### config.mk
export PLATFORM = sky130hd
export DESIGN_NAME = evc_controller
export DESIGN_NICKNAME = d
export VERILOG_FILES = /design/src/evc_pkg.sv /design/src/evc_arbiter.sv /design/src/evc_vector_addr.sv /design/src/evc_controller.sv
export SDC_FILE = /design/constraint.sdc
export NUM_CORES = 1
export LEC_CHECK = 0
export ABC_AREA = 1
export BUFFER_PORTS_ARGS = -buffer_cell sky130_fd_sc_hd__buf_2
export CELL_PAD_IN_SITES_DETAIL_PLACEMENT = 1
export CELL_PAD_IN_SITES_GLOBAL_PLACEMENT = 1
export CORE_MARGIN = 4
export CORE_UTILIZATION = 37
export DETAILED_ROUTE_END_ITERATION = 12
export GPL_TIMING_DRIVEN = 0
export PLACE_DENSITY_LB_ADDON = 0.1
export SLEW_MARGIN = 10
export SYNTH_ARGS = -nofsm -noshare
export SYNTH_HDL_FRONTEND = slang
export SYNTH_HIERARCHICAL = 1
export SYNTH_SLANG_ARGS = --single-unit
### constraint.sdc
create_clock -name clk -period 143.2 [get_ports clk]
set_clock_uncertainty 0.1 [all_clocks]
set_input_delay 7.16 -clock clk [delete_from_list [all_inputs] [get_ports clk]]
set_output_delay 7.16 -clock clk [all_outputs]
set_load 0.03 [all_outputs]
### src/evc_pkg.sv
`default_nettype none
package evc_pkg;
    // Source counts
    localparam int NUM_TRAPS = 8;
    localparam int NUM_IRQS = 118;
    localparam int NUM_VECTORS = 126;
    localparam int VEC_W = 7;
    localparam int PRIO_W = 3;
    localparam int LEVEL_W = 4;
    localparam int ADDR_W = 24;

    // Vector table placement, word addresses
    localparam logic [23:0] PRIMARY_TABLE_BASE = 24'h000004;
    localparam logic [23:0] ALT_TABLE_OFFSET = 24'h000100;
    localparam logic [23:0] RESET_PC = 24'h000000;

    // Position of the alternate-table select bit in interrupt_control_two
    localparam int ALT_TABLE_SELECT_BIT = 15;

    // Trap vector numbers
    localparam logic [6:0] TRAP_RESERVED0 = 7'h00;
    localparam logic [6:0] TRAP_OSC_FAIL = 7'h01;
    localparam logic [6:0] TRAP_ADDR_ERR = 7'h02;
    localparam logic [6:0] TRAP_STACK_ERR = 7'h03;
    localparam logic [6:0] TRAP_MATH_ERR = 7'h04;

    // Level given to traps so that they outrank every user level
    localparam logic [3:0] TRAP_LEVEL = 4'h8;
    // User level zero keeps a source from ever being taken
    localparam logic [2:0] PRIO_DISABLED = 3'h0;

    // Fixed latencies, in clock cycles
    localparam logic [3:0] ENTRY_CYCLES = 4'h3;
    localparam logic [3:0] RETURN_CYCLES = 4'h3;

    // Controller states, one-hot
    typedef enum logic [4:0] {
        EVC_BOOT = 5'h01,
        EVC_IDLE = 5'h02,
        EVC_ENTRY = 5'h04,
        EVC_SERVE = 5'h08,
        EVC_RETURN = 5'h10
    } evc_state_t;
endpackage
`default_nettype wire

### src/evc_arbiter.sv
`default_nettype none
module evc_arbiter
    import evc_pkg::*;
#(
    parameter int N_IRQ = NUM_IRQS
) (
    input wire logic [NUM_TRAPS-1:0] trap_pend,
    input wire logic [N_IRQ-1:0] irq_pend,
    input wire logic [N_IRQ*PRIO_W-1:0] irq_prio,
    output logic win_valid,
    output logic [VEC_W-1:0] win_vec,
    output logic [LEVEL_W-1:0] win_level
);
    logic [PRIO_W-1:0] prio_of [N_IRQ];
    logic [LEVEL_W-1:0] best_level;
    logic [VEC_W-1:0] best_vec;
    logic found;

    // Unpack per-source levels; level zero masks the source
    genvar g;
    generate
        for (g = 0; g < N_IRQ; g = g + 1) begin : g_prio
            assign prio_of[g] = irq_pend[g] ? irq_prio[g*PRIO_W +: PRIO_W] : PRIO_DISABLED;
        end
    endgenerate

    // Walk from the top so the lowest vector wins a tie
    always_comb begin
        best_level = '0;
        best_vec = '0;
        found = 1'b0;
        for (int i = N_IRQ - 1; i >= 0; i = i - 1) begin
            if (prio_of[i] != PRIO_DISABLED && {1'b0, prio_of[i]} >= best_level) begin // [RULE4] [RULE5]
                best_level = {1'b0, prio_of[i]};
                best_vec = VEC_W'(i + NUM_TRAPS);
                found = 1'b1;
            end
        end
        // Traps are non-maskable and sit below all interrupt vectors
        for (int t = NUM_TRAPS - 1; t >= 0; t = t - 1) begin
            if (trap_pend[t]) begin // [RULE2] [RULE5]
                best_level = TRAP_LEVEL;
                best_vec = VEC_W'(t);
                found = 1'b1;
            end
        end
        win_valid = found;
        win_vec = best_vec;
        win_level = best_level;
    end
endmodule
`default_nettype wire

### src/evc_vector_addr.sv
`default_nettype none
module evc_vector_addr
    import evc_pkg::*;
(
    input wire logic [VEC_W-1:0] vec_num,
    input wire logic alt_table_select,
    output logic [ADDR_W-1:0] fetch_addr
);
    // Pick primary or alternate base; same layout, 100h apart
    function automatic logic [ADDR_W-1:0] table_base(input logic alt);
        table_base = alt ? (PRIMARY_TABLE_BASE + ALT_TABLE_OFFSET) : PRIMARY_TABLE_BASE;
    endfunction

    // Two words per entry: one 24-bit address each
    always_comb begin
        fetch_addr = table_base(alt_table_select)
            + {{(ADDR_W-VEC_W-1){1'b0}}, vec_num, 1'b0}; // [RULE6] [RULE10] [RULE14]
    end
endmodule
`default_nettype wire

### src/evc_controller.sv
// Function
// [RULE1] Merge all peripheral requests into one request to the CPU core.
// [RULE2] Accept up to eight non-maskable trap sources beside maskable interrupts.
// [RULE3] Each maskable source has a software level; seven usable levels.
// [RULE4] Equal-level pending sources are resolved by a fixed order.
// [RULE5] Lower vector address wins ties; vector zero outranks all others.
// [RULE6] Primary table at 000004h, 126 entries: 8 traps then 118 interrupts.
// [RULE7] Every source maps to its own distinct vector entry.
// [RULE8] Each entry is a 24-bit service routine start address.
// [RULE9] Alternate-table select bit routes every vector to the alternate table.
// [RULE10] Alternate table mirrors primary, 100h higher; trap 0 at 000104h.
// [RULE11] Traps: 0 reserved, 1 osc fail, 2 address, 3 stack, 4 math.
// [RULE12] Reset bypasses vectoring, clears state, program counter starts at zero.
// [RULE13] Interrupt entry and return each take a fixed number of cycles.
// [RULE14] Fetch address is table base plus twice the vector number.
`default_nettype none
module evc_controller
    import evc_pkg::*;
#(
    parameter int N_IRQ = NUM_IRQS,
    parameter logic [3:0] ENTRY_LAT = ENTRY_CYCLES,
    parameter logic [3:0] RETURN_LAT = RETURN_CYCLES
) (
    input wire logic clk,
    input wire logic rst,
    input wire logic ce,
    input wire logic [NUM_TRAPS-1:0] trap_req,
    input wire logic [N_IRQ-1:0] irq_req,
    input wire logic [N_IRQ*PRIO_W-1:0] irq_prio,
    input wire logic [PRIO_W-1:0] cpu_prio,
    input wire logic alt_table_select,
    input wire logic int_ack,
    input wire logic ret_req,
    output logic int_req,
    output logic [VEC_W-1:0] vec_num,
    output logic [ADDR_W-1:0] vec_fetch_addr,
    output logic [LEVEL_W-1:0] vec_level,
    output logic vec_is_trap,
    output logic entry_done,
    output logic in_service,
    output logic return_done,
    output logic pc_load,
    output logic [ADDR_W-1:0] pc_value
);
    // Whole state of the controller
    typedef struct packed {
        evc_state_t state;
        logic [3:0] cnt;
        logic [VEC_W-1:0] vec;
        logic [ADDR_W-1:0] addr;
        logic [LEVEL_W-1:0] level;
        logic trap;
        logic entry_done;
        logic return_done;
        logic pc_load;
        logic [ADDR_W-1:0] pc;
    } evc_regs_t;

    evc_regs_t r;
    evc_regs_t next_r;

    logic win_valid;
    logic [VEC_W-1:0] win_vec;
    logic [LEVEL_W-1:0] win_level;
    logic [ADDR_W-1:0] win_addr;
    logic outranks_cpu;

    // Winner among traps and enabled interrupts
    evc_arbiter #(
        .N_IRQ(N_IRQ)
    ) u_arbiter (
        .trap_pend(trap_req),
        .irq_pend(irq_req),
        .irq_prio(irq_prio),
        .win_valid(win_valid),
        .win_vec(win_vec),
        .win_level(win_level)
    );

    // Table address of the winner; the select bit is read live
    evc_vector_addr u_vector_addr (
        .vec_num(win_vec),
        .alt_table_select(alt_table_select),
        .fetch_addr(win_addr)
    );

    // Traps always outrank the CPU; interrupts only above its level
    always_comb begin
        outranks_cpu = win_valid && (win_level > {1'b0, cpu_prio}); // [RULE3]
    end

    // Single merged request, only while idle
    always_comb begin
        int_req = (r.state == EVC_IDLE) && outranks_cpu; // [RULE1]
    end

    // Next-state logic
    always_comb begin
        next_r = r;
        next_r.entry_done = 1'b0;
        next_r.return_done = 1'b0;
        next_r.pc_load = 1'b0;
        case (r.state)
            EVC_BOOT: begin
                // Reset load of the program counter, no vector fetch
                next_r.pc_load = 1'b1; // [RULE12]
                next_r.pc = RESET_PC; // [RULE12]
                next_r.state = EVC_IDLE;
            end
            EVC_IDLE: begin
                // Latch the winner at the moment the CPU accepts
                if (int_ack && int_req) begin
                    next_r.vec = win_vec; // [RULE7]
                    next_r.addr = win_addr; // [RULE9] [RULE14]
                    next_r.level = win_level;
                    next_r.trap = (win_level == TRAP_LEVEL); // [RULE11]
                    next_r.cnt = ENTRY_LAT - 4'h1;
                    next_r.state = EVC_ENTRY;
                end
            end
            EVC_ENTRY: begin
                // Fixed entry latency, independent of the source
                if (r.cnt == 4'h0) begin // [RULE13]
                    next_r.entry_done = 1'b1;
                    next_r.state = EVC_SERVE;
                end else begin
                    next_r.cnt = r.cnt - 4'h1;
                end
            end
            EVC_SERVE: begin
                // Routine runs until the CPU asks to return
                if (ret_req) begin
                    next_r.cnt = RETURN_LAT - 4'h1;
                    next_r.state = EVC_RETURN;
                end
            end
            EVC_RETURN: begin
                // Fixed return latency
                if (r.cnt == 4'h0) begin // [RULE13]
                    next_r.return_done = 1'b1;
                    next_r.state = EVC_IDLE;
                end else begin
                    next_r.cnt = r.cnt - 4'h1;
                end
            end
            default: begin
                // Illegal code: recover through the reset path
                next_r.state = EVC_BOOT;
            end
        endcase
    end

    // State register; clock enable freezes everything
    always_ff @(posedge clk or posedge rst) begin
        if (rst) begin
            r.state <= EVC_BOOT; // [RULE12]
            r.cnt <= 4'h0;
            r.vec <= 7'h00;
            r.addr <= 24'h000000;
            r.level <= 4'h0;
            r.trap <= 1'b0;
            r.entry_done <= 1'b0;
            r.return_done <= 1'b0;
            r.pc_load <= 1'b0;
            r.pc <= RESET_PC;
        end else if (ce) begin
            r <= next_r;
        end
    end

    // Registered outputs
    always_comb begin
        vec_num = r.vec;
        vec_fetch_addr = r.addr; // [RULE8]
        vec_level = r.level;
        vec_is_trap = r.trap;
        entry_done = r.entry_done;
        return_done = r.return_done;
        in_service = (r.state == EVC_SERVE);
        pc_load = r.pc_load;
        pc_value = r.pc;
    end
endmodule
`default_nettype wire

---- Word level (Yosys, flattened, before mapping) ----
Index checks and enable logic that the tools add are counted.
cells by class
  equality and inequality tests ........... 11
  $add $sub $neg .......................... 2
  multiply operators ...................... 0
  bitwise operators ....................... 0
  divide/modulo/power cells ............... 0
  reduce and logical (&&, ||, !) cells .... 244
  shift-type cells ........................ 0
  $lt $le $gt $ge ......................... 118
  muxes and demuxes ....................... 508
operator list
  operator                                       count
  two-way mux 7 bit                              126
  two-way mux 4 bit                              126
  greater-or-equal comparator 3 x 4 -> 1 bit     117
  two-way mux 3 bit                              119
  nonzero test 3 bit                             119
  two-way mux 1 bit                              129
  logical AND 1 bit                              120
  two-way mux 45 bit                             1
  two-way mux 25 bit                             1
  one-hot mux 5 bit (5 select lines)             1
  adder 24 x 8 -> 24 bit                         1
  two-way mux 9 bit                              2
  one-hot mux 4 bit (3 select lines)             1
  two-way mux 5 bit                              2
  AND reduction 5 bit                            2
  inequality test 2 bit, second input constant   4
  == test 5 x 1 -> 1 bit, second input constant  1
  == test 5 x 2 -> 1 bit, second input constant  1
  == test 5 x 3 -> 1 bit, second input constant  1
  == test 5 x 4 -> 1 bit, second input constant  1
  == test 5 bit, second input constant           1
  == test 4 bit, second input constant           1
  greater-than comparator 4 x 3 -> 1 bit         1
  logical NOT 4 bit                              1
  other kinds (4)                                4
storage, ports and cells
  output and inout bits ................... 65
  bits in registers ....................... 48
  latch bits .............................. 0
  input port bits ......................... 489
  memory bits (read-only) ................. 0
  memory bits (writable) .................. 0
  memories kept ........................... 0
  logic and storage cells ................. 892

---- Depth between registers and ports, before layout ----
Gate-level depths: netlist of run 1.
  word-level depth ........................ 368
  mapped depth ............................ 1099

---- Cells and area by module ----
Netlist of run 1, hierarchy kept.
modules (own cells, without submodules)
  module           instances  area an instance (um2)  cells an instance  seq. area each (um2)
  evc_arbiter      1          17060.1                 3172               0.0
  evc_controller   1          2608.8                  323                1202.4
  evc_vector_addr  1          260.2                   42                 0.0

---- Worst setup path before layout of run 1 ----
No wires, ideal clock.
  path type ............................... input-to-output
  start point ............................. in irq_req[117]
  end point ............................... out int_req
  path buffers ............................ 0
  data arrival time ....................... 116464 ps
  slack ................................... 19476 ps
  stages on the path ...................... 1007
  cells stage by stage .................... nand2_1 -> inv_1 -> ha_1 -> inv_1 -> nand2_1 -> nor2_1 -> nor2_1 -> nand2_1 -> nand2_2 -> nand2_2 -> nand2_2 -> nand2_1 -> inv_1 -> ha_1 -> inv_1 -> nand2_1 -> a21oi_1 -> o21bai_4 -> (+971 left out) -> nand2_1 -> ha_1 -> inv_1 -> nand2_1 -> a21oi_1 -> o21bai_1 -> nand2_1 -> o21ai_0 -> inv_1 -> nand2_1 -> inv_1 -> ha_1 -> nand3_1 -> nand2_1 -> nand2_1 -> nand2_1 -> nand2_1 -> nor2_1
between the ends
  cells in the longest elaborated chain, start to end .. 365
ends and longest elaborated chain
  what                                        line                  text
  start: declaration                          evc_controller.sv:28  input wire logic [N_IRQ-1:0] irq_req,
  two-way mux 3 bit (*)                       evc_arbiter.sv:23     assign prio_of[g] = irq_pend[g] ? irq_prio[g*PRIO_W +: PRIO_W] : PRIO_DISABLED;
  nonzero test 3 bit                          evc_arbiter.sv:33     if (prio_of[i] != PRIO_DISABLED && {1'b0, prio_of[i]} >= best_level) begin
  two-way mux 3 bit (*)                       evc_arbiter.sv:33
  greater-or-equal comparator 3 x 4 -> 1 bit  evc_arbiter.sv:33
  logical AND 1 bit                           evc_arbiter.sv:33
  two-way mux 4 bit (*)                       evc_arbiter.sv:33
  greater-or-equal comparator 3 x 4 -> 1 bit  evc_arbiter.sv:33
  logical AND 1 bit                           evc_arbiter.sv:33
  (+343 left out)                             n/a
  greater-or-equal comparator 3 x 4 -> 1 bit  evc_arbiter.sv:33
  logical AND 1 bit                           evc_arbiter.sv:33
  two-way mux 4 bit (*)                       evc_arbiter.sv:33
  two-way mux 4 bit (*) (8 in a row)          evc_arbiter.sv:41     if (trap_pend[t]) begin
  net win_level[1]                            evc_controller.sv:64  logic [LEVEL_W-1:0] win_level;
  greater-than comparator 4 x 3 -> 1 bit (*)  evc_controller.sv:89  outranks_cpu = win_valid && (win_level > {1'b0, cpu_prio});
  logical AND 1 bit (*)                       evc_controller.sv:89
  logical AND 1 bit (*)                       evc_controller.sv:94  int_req = (r.state == EVC_IDLE) && outranks_cpu;
  end: declaration                            evc_controller.sv:34  output logic int_req,
The timed path passes the listed nets; every way through them passes the cells marked *.

==> results of run 1 <==
-- layout make-up --
cell class	instances	area, um^2	share of cell area
repair buffers	698	3940	0.145
flip-flops and latches	48	1200	0.0444
multi-input cells	2646	17300	0.638
well taps	688	861	0.0318
plain buffers	83	613	0.0226
clock buffers	7	143	0.00527
inverters	797	3020	0.111
diodes	3	7.51	0.000277
clock inverters	1	7.51	0.000277
-- per-stage QoR --
step / cells / instance area (um^2) / setup slack, ns / hold slack [ns]
after floorplan: 3574 / 20100 / 19.48 / 0.343
after global placement: 4791 / 23600 / 2.30 / 0.355
after detailed placement: 4792 / 23600 / -0.539 / 0.359
after CTS: 4802 / 23800 / 0.0181 / 0.376
after global routing: 4970 / 27100 / -2.44 / 0.391
final: 4971 / 27100 / 8.85 / 0.370
-- flip-flops by register name, indices dropped and copies added, names as in the netlist --
signal and cells:
pc_load 1, return_done 1, vec_fetch_addr 24, vec_num 7, vec_is_trap 1, entry_done 1
r 9, vec_level 4
-- critical path: cells and delay by family --
family / cells / cell delay (ns)
and+or+nand+nor: 331 / 26.99
buffers and inverters: 231 / 15.56
AOI/OAI and AO/OA: 318 / 42.10
adders and majority gates: 113 / 30.45
-- kinds of logic (layout without fill, tap and decap cells) --
group,count (synthesis),count (layout)
and+or+nand+nor,1691,1691
buffers and inverters,880,1586
adders and majority gates,360,360
AOI/OAI and AO/OA,551,551
xor gates and xnor gates,5,5
other,2,42
DFF,48,48
-- worst max-delay path by stage --
stage	endpoint	startpoint	depth (start not counted)	slack, ns
6_report	int_req	irq_req[117]	993	8.85
4_1_cts	int_req	irq_req[117]	993	0.02
5_1_grt	int_req	irq_req[117]	994	-2.44
2_1_floorplan	int_req	irq_req[117]	1041	19.48
3_3_place_gp	int_req	irq_req[117]	1039	2.30
3_5_place_dp	int_req	irq_req[117]	1006	-0.54
-- per-layer routing --
layer | share of wire | GRT usage | routed length (um) | up-vias
li1 | - | - | - | 12600
met1 | 0.42 | 0.276 | 31100 | 11300
met2 | 0.52 | 0.428 | 38600 | 370
met3 | 0.036 | 0.0171 | 2630 | 76
met4 | 0.018 | 0.0343 | 1310 | 10
met5 | 0.00080 | 0 | 59 | -
-- repair_timing --
action / 4_1_cts / 5_1_grt
setup buffers: 2 / 166
gates resized for setup: 10 / 417
endpoints found under the setup margin: 1 / 46
hold buffers: 0 / 0
pin swaps: 4 / 165
-- cell usage in the layout (no fill, tap or decap), types with 5 or more instances in the layout --
master	instances
o21bai_4	6
inv_1	742
a21oi_2	54
o21bai_1	44
clkinv_1	5
nand3_1	224
buf_2	532
and2_1	14
o21ai_0	142
nand2_1	1238
nand2_2	21
o21bai_2	71
nand3_2	61
and2_2	5
inv_2	44
buf_4	243
clkbuf_16	5
conb_1	39
dfrtp_1	47
nor3_1	10
a31oi_1	9
o31ai_4	103
a21oi_1	101
o21ai_1	8
nor2_1	90
ha_1	360
nand4_1	11
==> results.json, run 1 <==
{
  "synth_top_area_share": 0.236,
  "clk_pin_slew_ns": 0.06,
  "dieArea_um2": 57600,
  "outcome": "completed",
  "portBuffers": 529,
  "hold_viol": 0,
  "cap_violations": 0,
  "worstMarginPinSlew_ns": 0.779,
  "clockBufferDepth": 2,
  "min_period_ns": 134.35,
  "syn-cell-area_um2": 19900,
  "gp_congestion": 0.835,
  "fillers": 7611,
  "crit_path_frequent_cell": "nand2_1",
  "crit_arrival_ns": 127.09,
  "grt.total_usage": 0.223,
  "synth_common_cells": "nand2_1, inv_1, ha_1",
  "r2r_setup_slack_ns": 141.19,
  "start_kind": "input port",
  "grt_pass1_wl_um": 108000,
  "synth_mux_area_frac": 0,
  "antenna_found_initial": 8,
  "synth-edff-count": 0,
  "avgViaCountPerCell": 4.90,
  "yosysUniqueCellTypes": 48,
  "area_growth_pct": 35.8,
  "finalSetupViolations": 0,
  "path_class": "input port to output pin",
  "dr.pass1.iters": 5,
  "crit_fanout": 8,
  "fin_util": 0.511,
  "ys_seq_elements": 48,
  "yosysMostFrequentCell": "nand2_1",
  "initial_core_util": 0.376,
  "synth_warnings": 6,
  "grt_max_degree": 29,
  "synth_area_leaders": "nand2_1, ha_1, inv_1, nand3_1, dfrtp_1",
  "fin_setup_tns_ns": 0,
  "dp_hpwl_um": 61900,
  "synthArstFlopShare": 1.00,
  "fmax_mhz": 7.44,
  "synth_fa_ha_area_frac": 0.226,
  "synth-compound-area-share": 0.179,
  "hold_depth": 2,
  "overflow": 0,
  "antenna_left": 0,
  "drive_gt1_frac": 0.274,
  "cp_slowest_cell": "ha_1",
  "clockRootBuffer": "clkbuf_16",
  "maxSlewViolCount": 0,
  "wl_per_cell_um": 14.8,
  "hold_path_end": "vec_fetch_addr[19]$_DFFE_PP0P_",
  "reg2reg_from": "r[69]$_DFFE_PP0P_",
  "grt_pass1_vias": 23300,
  "max_stage_delay_ns": 0.34,
  "timing.final.crit_share": 0.938,
  "worstPathRequired_ns": 135.94,
  "cts_buffers": 5,
  "avgSynthCellArea_um2": 5.63,
  "synth_top_family_by_area": "simple AND/OR/NAND/NOR gates",
  "ios": 554,
  "critPathCaptureType": "output pin",
  "hold_path.class": "flop to flop",
  "core_area_um2": 53000,
  "cts_tree": "built",
  "num_rows": 84,
  "hold_start": "vec_fetch_addr[19]$_DFFE_PP0P_",
  "drc": 0,
  "ys_seq_area_frac": 0.0603,
  "clk-insertion-delay-late_ns": 0.29,
  "synthFlopType": "dfrtp_1",
  "fp.dieH_um": 240,
  "h-tree-depth": 2,
  "drtIter0Drc": 666,
  "synthSimpleGateAreaFrac": 0.350,
  "fin_nets": 5128,
  "synthXorXnorAreaFrac": 0.00220,
  "netlist_instances": 3537,
  "vias": 24300,
  "cts.sink_count": 48,
  "relSlewSlack": 0.473,
  "yosys.area.top_type": "nand2_1",
  "r2r_end": "vec_fetch_addr[4]$_DFFE_PP0P_",
  "drt_wl_total_um": 73700,
  "r2r_cells": 9,
  "die_w_um": 240
}
Power of run 1 is left out: the tool's default activity adds up to more than one toggle a clock period on the data nets, which glitch-free logic cannot reach.
==> run 2: changes to the inputs <==
--- a/config.mk
+++ b/config.mk
@@ -5,12 +5,11 @@
 export SDC_FILE = /design/constraint.sdc
 export NUM_CORES = 1
 export LEC_CHECK = 0
-export ABC_AREA = 1
 export BUFFER_PORTS_ARGS = -buffer_cell sky130_fd_sc_hd__buf_2
-export CELL_PAD_IN_SITES_DETAIL_PLACEMENT = 1
+export CELL_PAD_IN_SITES_DETAIL_PLACEMENT = 0
 export CELL_PAD_IN_SITES_GLOBAL_PLACEMENT = 1
 export CORE_MARGIN = 4
-export CORE_UTILIZATION = 37
+export CORE_UTILIZATION = 40
 export DETAILED_ROUTE_END_ITERATION = 12
 export GPL_TIMING_DRIVEN = 0
 export PLACE_DENSITY_LB_ADDON = 0.1
==> run 2 against run 1 <==
  * The run now ends with setup timing left
  * Synthesized cell count decreased by 8.7%
  * Critical endpoint unchanged
  * Non-clock buffer count increased by 403
  * Utilization up 13 points
  * Critical path depth decreased by 2
  * Register-to-register slack worse by 0.22 ns
  * Flip-flop and latch count unchanged
  * Clock-buffer cell count did not move
  * Via count is 20% higher
  * Sequential share of layout area is 1.1 points lower
  * First-iteration DRC count is 140% higher
  * Die area grew 3.6%
==> results.json, run 2 <==
{
  "cp_slowest_cell": "or4_4",
  "gr-max-usage-layer": "met2",
  "area_growth_pct": 59.3,
  "initial_core_util": 0.405,
  "yosysUniqueCellTypes": 114,
  "cap_violations": 0,
  "fp.dieH_um": 244,
  "avgViaCountPerCell": 5.70,
  "crit_arrival_ns": 149.19,
  "antenna_found_initial": 49,
  "synth_warnings": 6,
  "synthFlopType": "dfrtp_1",
  "avgSynthCellArea_um2": 6.92,
  "violations": "setup timing",
  "wl_per_cell_um": 18.8,
  "path_class": "input port to output pin",
  "critPathCaptureType": "output pin",
  "dr.pass1.iters": 7,
  "grt_pass1_wl_um": 145000,
  "grt.total_usage": 0.291,
  "finalSetupViolations": 46,
  "fin_nets": 5201,
  "worstPathRequired_ns": 135.94,
  "clockRootBuffer": "clkbuf_16",
  "final_common_cell": "buf_4",
  "clk-insertion-delay-late_ns": 0.29,
  "hold_slack_ns": 0.387,
  "dp_hpwl_um": 76100,
  "fin_util": 0.645,
  "fmax_mhz": 6.39,
  "vias": 29300,
  "syn-cell-area_um2": 22400,
  "synthArstFlopShare": 1.00,
  "yosysMostFrequentCell": "nand2_1",
  "timing.final.crit_share": 1.09,
  "synth_area_leaders": "ha_1, nand2_1, and2_1, a21oi_1, dfrtp_1",
  "clk_pin_slew_ns": 0.07,
  "layout_common_cells": "buf_4, buf_2, nand2_1",
  "antenna_left": 0,
  "grtUsageMet1": 0.365,
  "crit_path_frequent_cell": "a21o_1",
  "hold_path.class": "flop to flop",
  "rsz0062_at_grt": "yes",
  "grt_max_degree": 31,
  "cpLargestDelayFamily": "compound AO/OA/AOI/OAI gates",
  "grt_use_met3": 0.0363,
  "grt_util_met2": 0.516,
  "overflow": 0,
  "relSlewSlack": 0.202,
  "dieArea_um2": 59700,
  "ys_seq_area_frac": 0.0538,
  "fin_ws_ns": -13.25,
  "synth_top_area_share": 0.202,
  "synth_common_cells": "nand2_1, ha_1, nor2_1",
  "portBuffers": 528,
  "largest_register_ffs": 24,
  "outcome": "finished with violations",
  "min_period_ns": 156.45,
  "crit_fanout": 8,
  "drive_gt1_frac": 0.455,
  "hold_viol": 0,
  "clockBufferDepth": 2,
  "synth-edff-count": 0,
  "worstMarginPinSlew_ns": 1.17,
  "num_rows": 86,
  "cts_buffers": 5,
  "crit_buf_inv": 101,
  "max_stage_delay_ns": 0.59,
  "ys_seq_elements": 48,
  "core_area_um2": 55200,
  "fillers": 4882,
  "ios": 554,
  "die_w_um": 244,
  "start_kind": "input port",
  "cts_tree": "built",
  "grt_pass1_vias": 28100,
  "netlist_instances": 3230,
  "maxSlewViolCount": 0,
  "cts.sink_count": 48,
  "drt_wl_total_um": 96700,
  "yosys.area.top_type": "ha_1",
  "h-tree-depth": 2,
  "drc": 0,
  "gp_congestion": 0.940,
  "drtIter0Drc": 1590
}
run 2: cell count changes in the layout (fill, tap and decap cells not counted), sizes merged, moves of 63 or more:
cell    change
nand2     -835
inv       -597
buf       +393
and2      +219
nand3     -189
nor2      +161
a21o      +127
nand2b    +109
o21bai    -107
a21oi      +90
o31ai      -77
o21a       +63
run 2: per-stage QoR:
step / cell area, um^2 / setup WS (ns) / std cells / TNS [ns]
floorplan: 24600 / -4.77 / 3267 / -4.77
global placement: 28200 / -23.17 / 4543 / -772.08
detailed placement: 28200 / -25.56 / 4544 / -881.93
CTS: 33000 / -13.14 / 4919 / -299.06
global route: 35600 / -19.51 / 5131 / -595.89
finish: 35600 / -13.25 / 5138 / -305.35
run 2: logic make-up (layout without fill, tap and decap cells):
logic type               Yosys count  in the layout  share of synthesized area
flip-flops                        48             48                     0.0538
AO/OA/AOI/OAI                   1074           1074                      0.337
other                              2             76                   0.000336
multiplexers                      71             71                     0.0356
XOR/XNOR                           9              9                    0.00353
buffers and inverters            298           1384                     0.0647
adder cells (fa/ha/maj)          360            360                      0.202
AND/OR/NAND/NOR                 1368           1368                      0.304
run 2: worst paths after layout:
kind                                          start                        endpoint  slack, ns  cells after the start
setup / recovery                      irq_prio[348]                         int_req     -13.25                    991
hold / removal             vec_level[2]$_DFFE_PP0P_        vec_level[2]$_DFFE_PP0P_       0.39                      1
setup reg to reg                  r[67]$_DFFE_PP1P_   vec_fetch_addr[5]$_DFFE_PP0P_     140.97                      8
hold reg to reg            vec_level[2]$_DFFE_PP0P_        vec_level[2]$_DFFE_PP0P_       0.39                      1
max in group asynchronous                       rst   vec_fetch_addr[6]$_DFFE_PP0P_     135.74                      3
min in group asynchronous                       rst  vec_fetch_addr[14]$_DFFE_PP0P_       6.76                      2
run 2: final cells by class:
cell class,count,area (um^2),area share
Clock buffer,7,143,0.00400
Inverter,192,721,0.0202
Clock inverter,1,7.51,0.000211
Tap cell,748,936,0.0263
Buffer,103,883,0.0248
Multi-Input combinational cell,2921,24700,0.694
Sequential cell,48,1200,0.0338
Timing Repair Buffer,1081,6920,0.194
Antenna cell,37,92.6,0.00260
run 2: timing repair:
action,CTS,global route
gates cloned,2,0
buffers inserted,370,184
resized for setup,336,239
pin swaps,267,372
endpoints found under the setup margin,46,46
hold buffers,0,0
run 2: routing by layer:
metal / up-vias / routed length, um / share of wire
li1: 14100 / - / -
met1: 14000 / 40200 / 0.42
met2: 949 / 47400 / 0.49
met3: 203 / 5820 / 0.060
met4: 32 / 3100 / 0.032
met5: - / 218 / 0.0023
Power of run 2 is left out for the same reason.
==> run 3: changes to the inputs <==
--- a/config.mk
+++ b/config.mk
@@ -6,7 +6,7 @@
 export NUM_CORES = 1
 export LEC_CHECK = 0
 export BUFFER_PORTS_ARGS = -buffer_cell sky130_fd_sc_hd__buf_2
-export CELL_PAD_IN_SITES_DETAIL_PLACEMENT = 0
+export CELL_PAD_IN_SITES_DETAIL_PLACEMENT = 1
 export CELL_PAD_IN_SITES_GLOBAL_PLACEMENT = 1
 export CORE_MARGIN = 4
 export CORE_UTILIZATION = 40
==> constraint.sdc (replaced) <==
create_clock -name clk -period 146.1 [get_ports clk]
set_clock_uncertainty 0.1 [all_clocks]
set_input_delay 7.305 -clock clk [delete_from_list [all_inputs] [get_ports clk]]
set_output_delay 7.305 -clock clk [all_outputs]
set_load 0.03 [all_outputs]
==> run 3 against run 2 <==
  * The run now fails in global routing (5_1_grt)
  * Synthesized cell count unchanged
  * Synthesized area unchanged
==> results.json, run 3 <==
{
  "placed_cells": 4544,
  "yosys.area.top_type": "ha_1",
  "grt_worst_setup_endpoint": "int_req",
  "synth_warnings": 6,
  "initial_core_util": 0.405,
  "synth_area_leaders": "ha_1, nand2_1, and2_1, a21oi_1, dfrtp_1",
  "outcome": "did not finish",
  "cts.sink_count": 48,
  "cts_buffers": 5,
  "fp.dieH_um": 244,
  "grt_max_degree": 31,
  "h-tree-depth": 2,
  "syn-cell-area_um2": 22400,
  "grt.total_usage": 0.666,
  "firstError": "[ERROR GRT-0232] Routing congestion too high. Check the congestion heatmap in the GUI.",
  "synth_common_cells": "nand2_1, ha_1, nor2_1",
  "place_area_um2": 28200,
  "ys_seq_area_frac": 0.0538,
  "ios": 554,
  "gp_congestion": 0.940,
  "portBuffers": 528,
  "antenna_found_initial": 75,
  "worstEndpointType": "output port",
  "clockBufferDepth": 2,
  "synthFlopType": "dfrtp_1",
  "ys_seq_elements": 48,
  "netlist_instances": 3230,
  "yosysUniqueCellTypes": 114,
  "stop_stage": "global routing (5_1_grt)",
  "overflow": 5,
  "clockRootBuffer": "clkbuf_16",
  "yosysMostFrequentCell": "nand2_1",
  "avgSynthCellArea_um2": 6.92,
  "ctsHoldBuffers": 0,
  "synth_top_area_share": 0.202,
  "dp_hpwl_um": 83800,
  "synth-edff-count": 0,
  "synthArstFlopShare": 1.00,
  "die_w_um": 244,
  "num_rows": 86
}
## run 3: cell counts after synthesis
Identical to the previous run, type by type.
## run 3: cell families after synthesis
logic type	after synthesis	share of synthesized area
AO/OA/AOI/OAI	1074	0.337
XOR/XNOR	9	0.00353
adder cells (fa/ha/maj)	360	0.202
buffers and inverters	298	0.0647
flip-flops	48	0.0538
multiplexers	71	0.0356
other	2	0.000336
AND/OR/NAND/NOR	1368	0.304
## run 3: stage by stage
stage	hold slack [ns]	setup TNS (ns)	setup WS (ns)
4_1_cts	0.388	-199.01	-11.08
3_5_place_dp	0.378	-879.42	-25.59
2_1_floorplan	0.351	-2.16	-2.16
3_3_place_gp	0.370	-645.50	-20.56
## run 3: repair_timing
action                                  CTS
endpoints found under the setup margin   46
buffers inserted                        513
resized for setup                       441
pin swaps                               350
## run 3: metal layers
metal | track usage | GRT overflow
met1 | 0.636 | 0
met2 | 0.890 | 2
met3 | 0.482 | 0
met4 | 0.665 | 3
met5 | 0.215 | 0
==> run 4: changes to the inputs <==
--- a/config.mk
+++ b/config.mk
@@ -6,13 +6,11 @@
 export NUM_CORES = 1
 export LEC_CHECK = 0
 export BUFFER_PORTS_ARGS = -buffer_cell sky130_fd_sc_hd__buf_2
-export CELL_PAD_IN_SITES_DETAIL_PLACEMENT = 1
-export CELL_PAD_IN_SITES_GLOBAL_PLACEMENT = 1
 export CORE_MARGIN = 4
-export CORE_UTILIZATION = 40
+export CORE_UTILIZATION = 35
 export DETAILED_ROUTE_END_ITERATION = 12
 export GPL_TIMING_DRIVEN = 0
-export PLACE_DENSITY_LB_ADDON = 0.1
+export PLACE_DENSITY_LB_ADDON = 0.15
 export SLEW_MARGIN = 10
 export SYNTH_ARGS = -nofsm -noshare
 export SYNTH_HDL_FRONTEND = slang
==> run 4 against run 3 <==
  * The flow now finishes, with violations (setup timing)
==> results.json, run 4 (synthesis gave the netlist of run 2 again) <==
{
  "start_kind": "input port",
  "hold_path.class": "flop to flop",
  "drt_wl_total_um": 97000,
  "fillers": 5591,
  "cts_tree": "built",
  "fin_ws_ns": -9.76,
  "num_rows": 92,
  "fp.dieH_um": 261,
  "layout_common_cells": "buf_4, buf_2, nand2_1",
  "cap_violations": 0,
  "cpLargestDelayFamily": "compound AO/OA/AOI/OAI gates",
  "dp_hpwl_um": 75500,
  "area.sequential_um2": 1200,
  "avgViaCountPerCell": 5.48,
  "r2r_cells": 10,
  "die_w_um": 261,
  "path_class": "input port to output pin",
  "gp_congestion": 0.918,
  "dr.pass1.iters": 5,
  "max_stage_delay_ns": 0.57,
  "grt_pass1_wl_um": 137000,
  "relSlewSlack": 0.237,
  "finalSetupViolations": 46,
  "portBuffers": 528,
  "antenna_left": 0,
  "outcome": "finished with violations",
  "critPathCaptureType": "output pin",
  "drtIter0Drc": 1585,
  "clk_pin_slew_ns": 0.07,
  "maxSlewViolCount": 0,
  "crit_fanout": 8,
  "largest_register_ffs": 24,
  "clockBufferDepth": 2,
  "hold_slack_ns": 0.386,
  "hold_start": "r[66]$_DFFE_PP0P_",
  "reg2reg_from": "r[70]$_DFFE_PP0P_",
  "worstPathRequired_ns": 138.69,
  "ctsHoldBuffers": 0,
  "violations": "setup timing",
  "fin_util": 0.594,
  "area_growth_pct": 67.9,
  "r2r_end": "vec_fetch_addr[22]$_DFFE_PP0P_",
  "worstMarginPinSlew_ns": 1.12,
  "crit_path_frequent_cell": "a21o_1",
  "fmax_mhz": 6.42,
  "clk-insertion-delay-late_ns": 0.29,
  "cts.sink_count": 48,
  "grt_pass1_vias": 25600,
  "drive_gt1_frac": 0.499,
  "timing.final.crit_share": 1.07,
  "drc": 0,
  "hold_viol": 0,
  "final_common_cell": "buf_4",
  "core_area_um2": 63200,
  "crit_buf_inv": 94,
  "multi_input_comb_area_um2": 26400,
  "fin_nets": 5211,
  "rsz0062_at_grt": "yes",
  "dieArea_um2": 68000,
  "hold_depth": 1,
  "crit_arrival_ns": 148.45,
  "grt.total_usage": 0.245,
  "h-tree-depth": 2,
  "grt_max_degree": 29,
  "cp_slowest_cell": "or4_4",
  "antenna_found_initial": 34,
  "overflow": 0,
  "hold_path_end": "r[66]$_DFFE_PP0P_",
  "wl_per_cell_um": 18.5,
  "r2r_setup_slack_ns": 143.69,
  "vias": 28700,
  "ios": 554,
  "clockRootBuffer": "clkbuf_16",
  "initial_core_util": 0.354,
  "cts_buffers": 5,
  "min_period_ns": 155.86
}
[run 4: per-layer routing]
metal  GRT usage  vias up  wire length (um)
met5           0        -               119
met4      0.0571       20              2330
met3      0.0262      154              4410
met2       0.431      727             48300
met1       0.320    13600             41800
li1            -    14200                 -
[run 4: final cells by class]
| cell class | count | area share |
|---|---|---|
| buffer | 102 | 0.0237 |
| timing repair buffer | 1091 | 0.187 |
| clock buffer | 8 | 0.00390 |
| antenna | 23 | 0.00153 |
| multi-input combinational | 2922 | 0.704 |
| inverter | 192 | 0.0193 |
| tap | 846 | 0.0282 |
| sequential | 48 | 0.0320 |
[run 4: how the worst max path moves through the flow]
| stage | slack [ns] | cells after the start | start | endpoint |
|---|---|---|---|---|
| after detailed placement | -22.38 | 1005 | irq_req[116] | int_req |
| after global placement | -22.25 | 1038 | irq_req[117] | int_req |
| after floorplan | -2.16 | 1040 | irq_req[117] | int_req |
| after global routing | -15.76 | 990 | irq_req[116] | int_req |
| final | -9.76 | 992 | irq_req[116] | int_req |
| after CTS | -12.52 | 993 | irq_req[116] | int_req |
[run 4: timing repair]
item	in CTS	in global routing
pin swaps	117	569
gates resized for setup	198	681
cloned	0	3
setup endpoints to repair	46	46
buffers inserted	202	360
[run 4: per-stage QoR]
| step | area [um^2] | setup TNS, ns | setup slack (ns) | instances |
|---|---|---|---|---|
| final | 37500 | -143.07 | -9.76 | 5232 |
| after global placement | 28300 | -726.49 | -22.25 | 4641 |
| after CTS | 31100 | -266.18 | -12.52 | 4852 |
| after detailed placement | 28300 | -731.91 | -22.38 | 4642 |
| after global routing | 37500 | -419.62 | -15.76 | 5226 |
| after floorplan | 24600 | -2.16 | -2.16 | 3267 |
Power of run 4 is left out for the same reason.
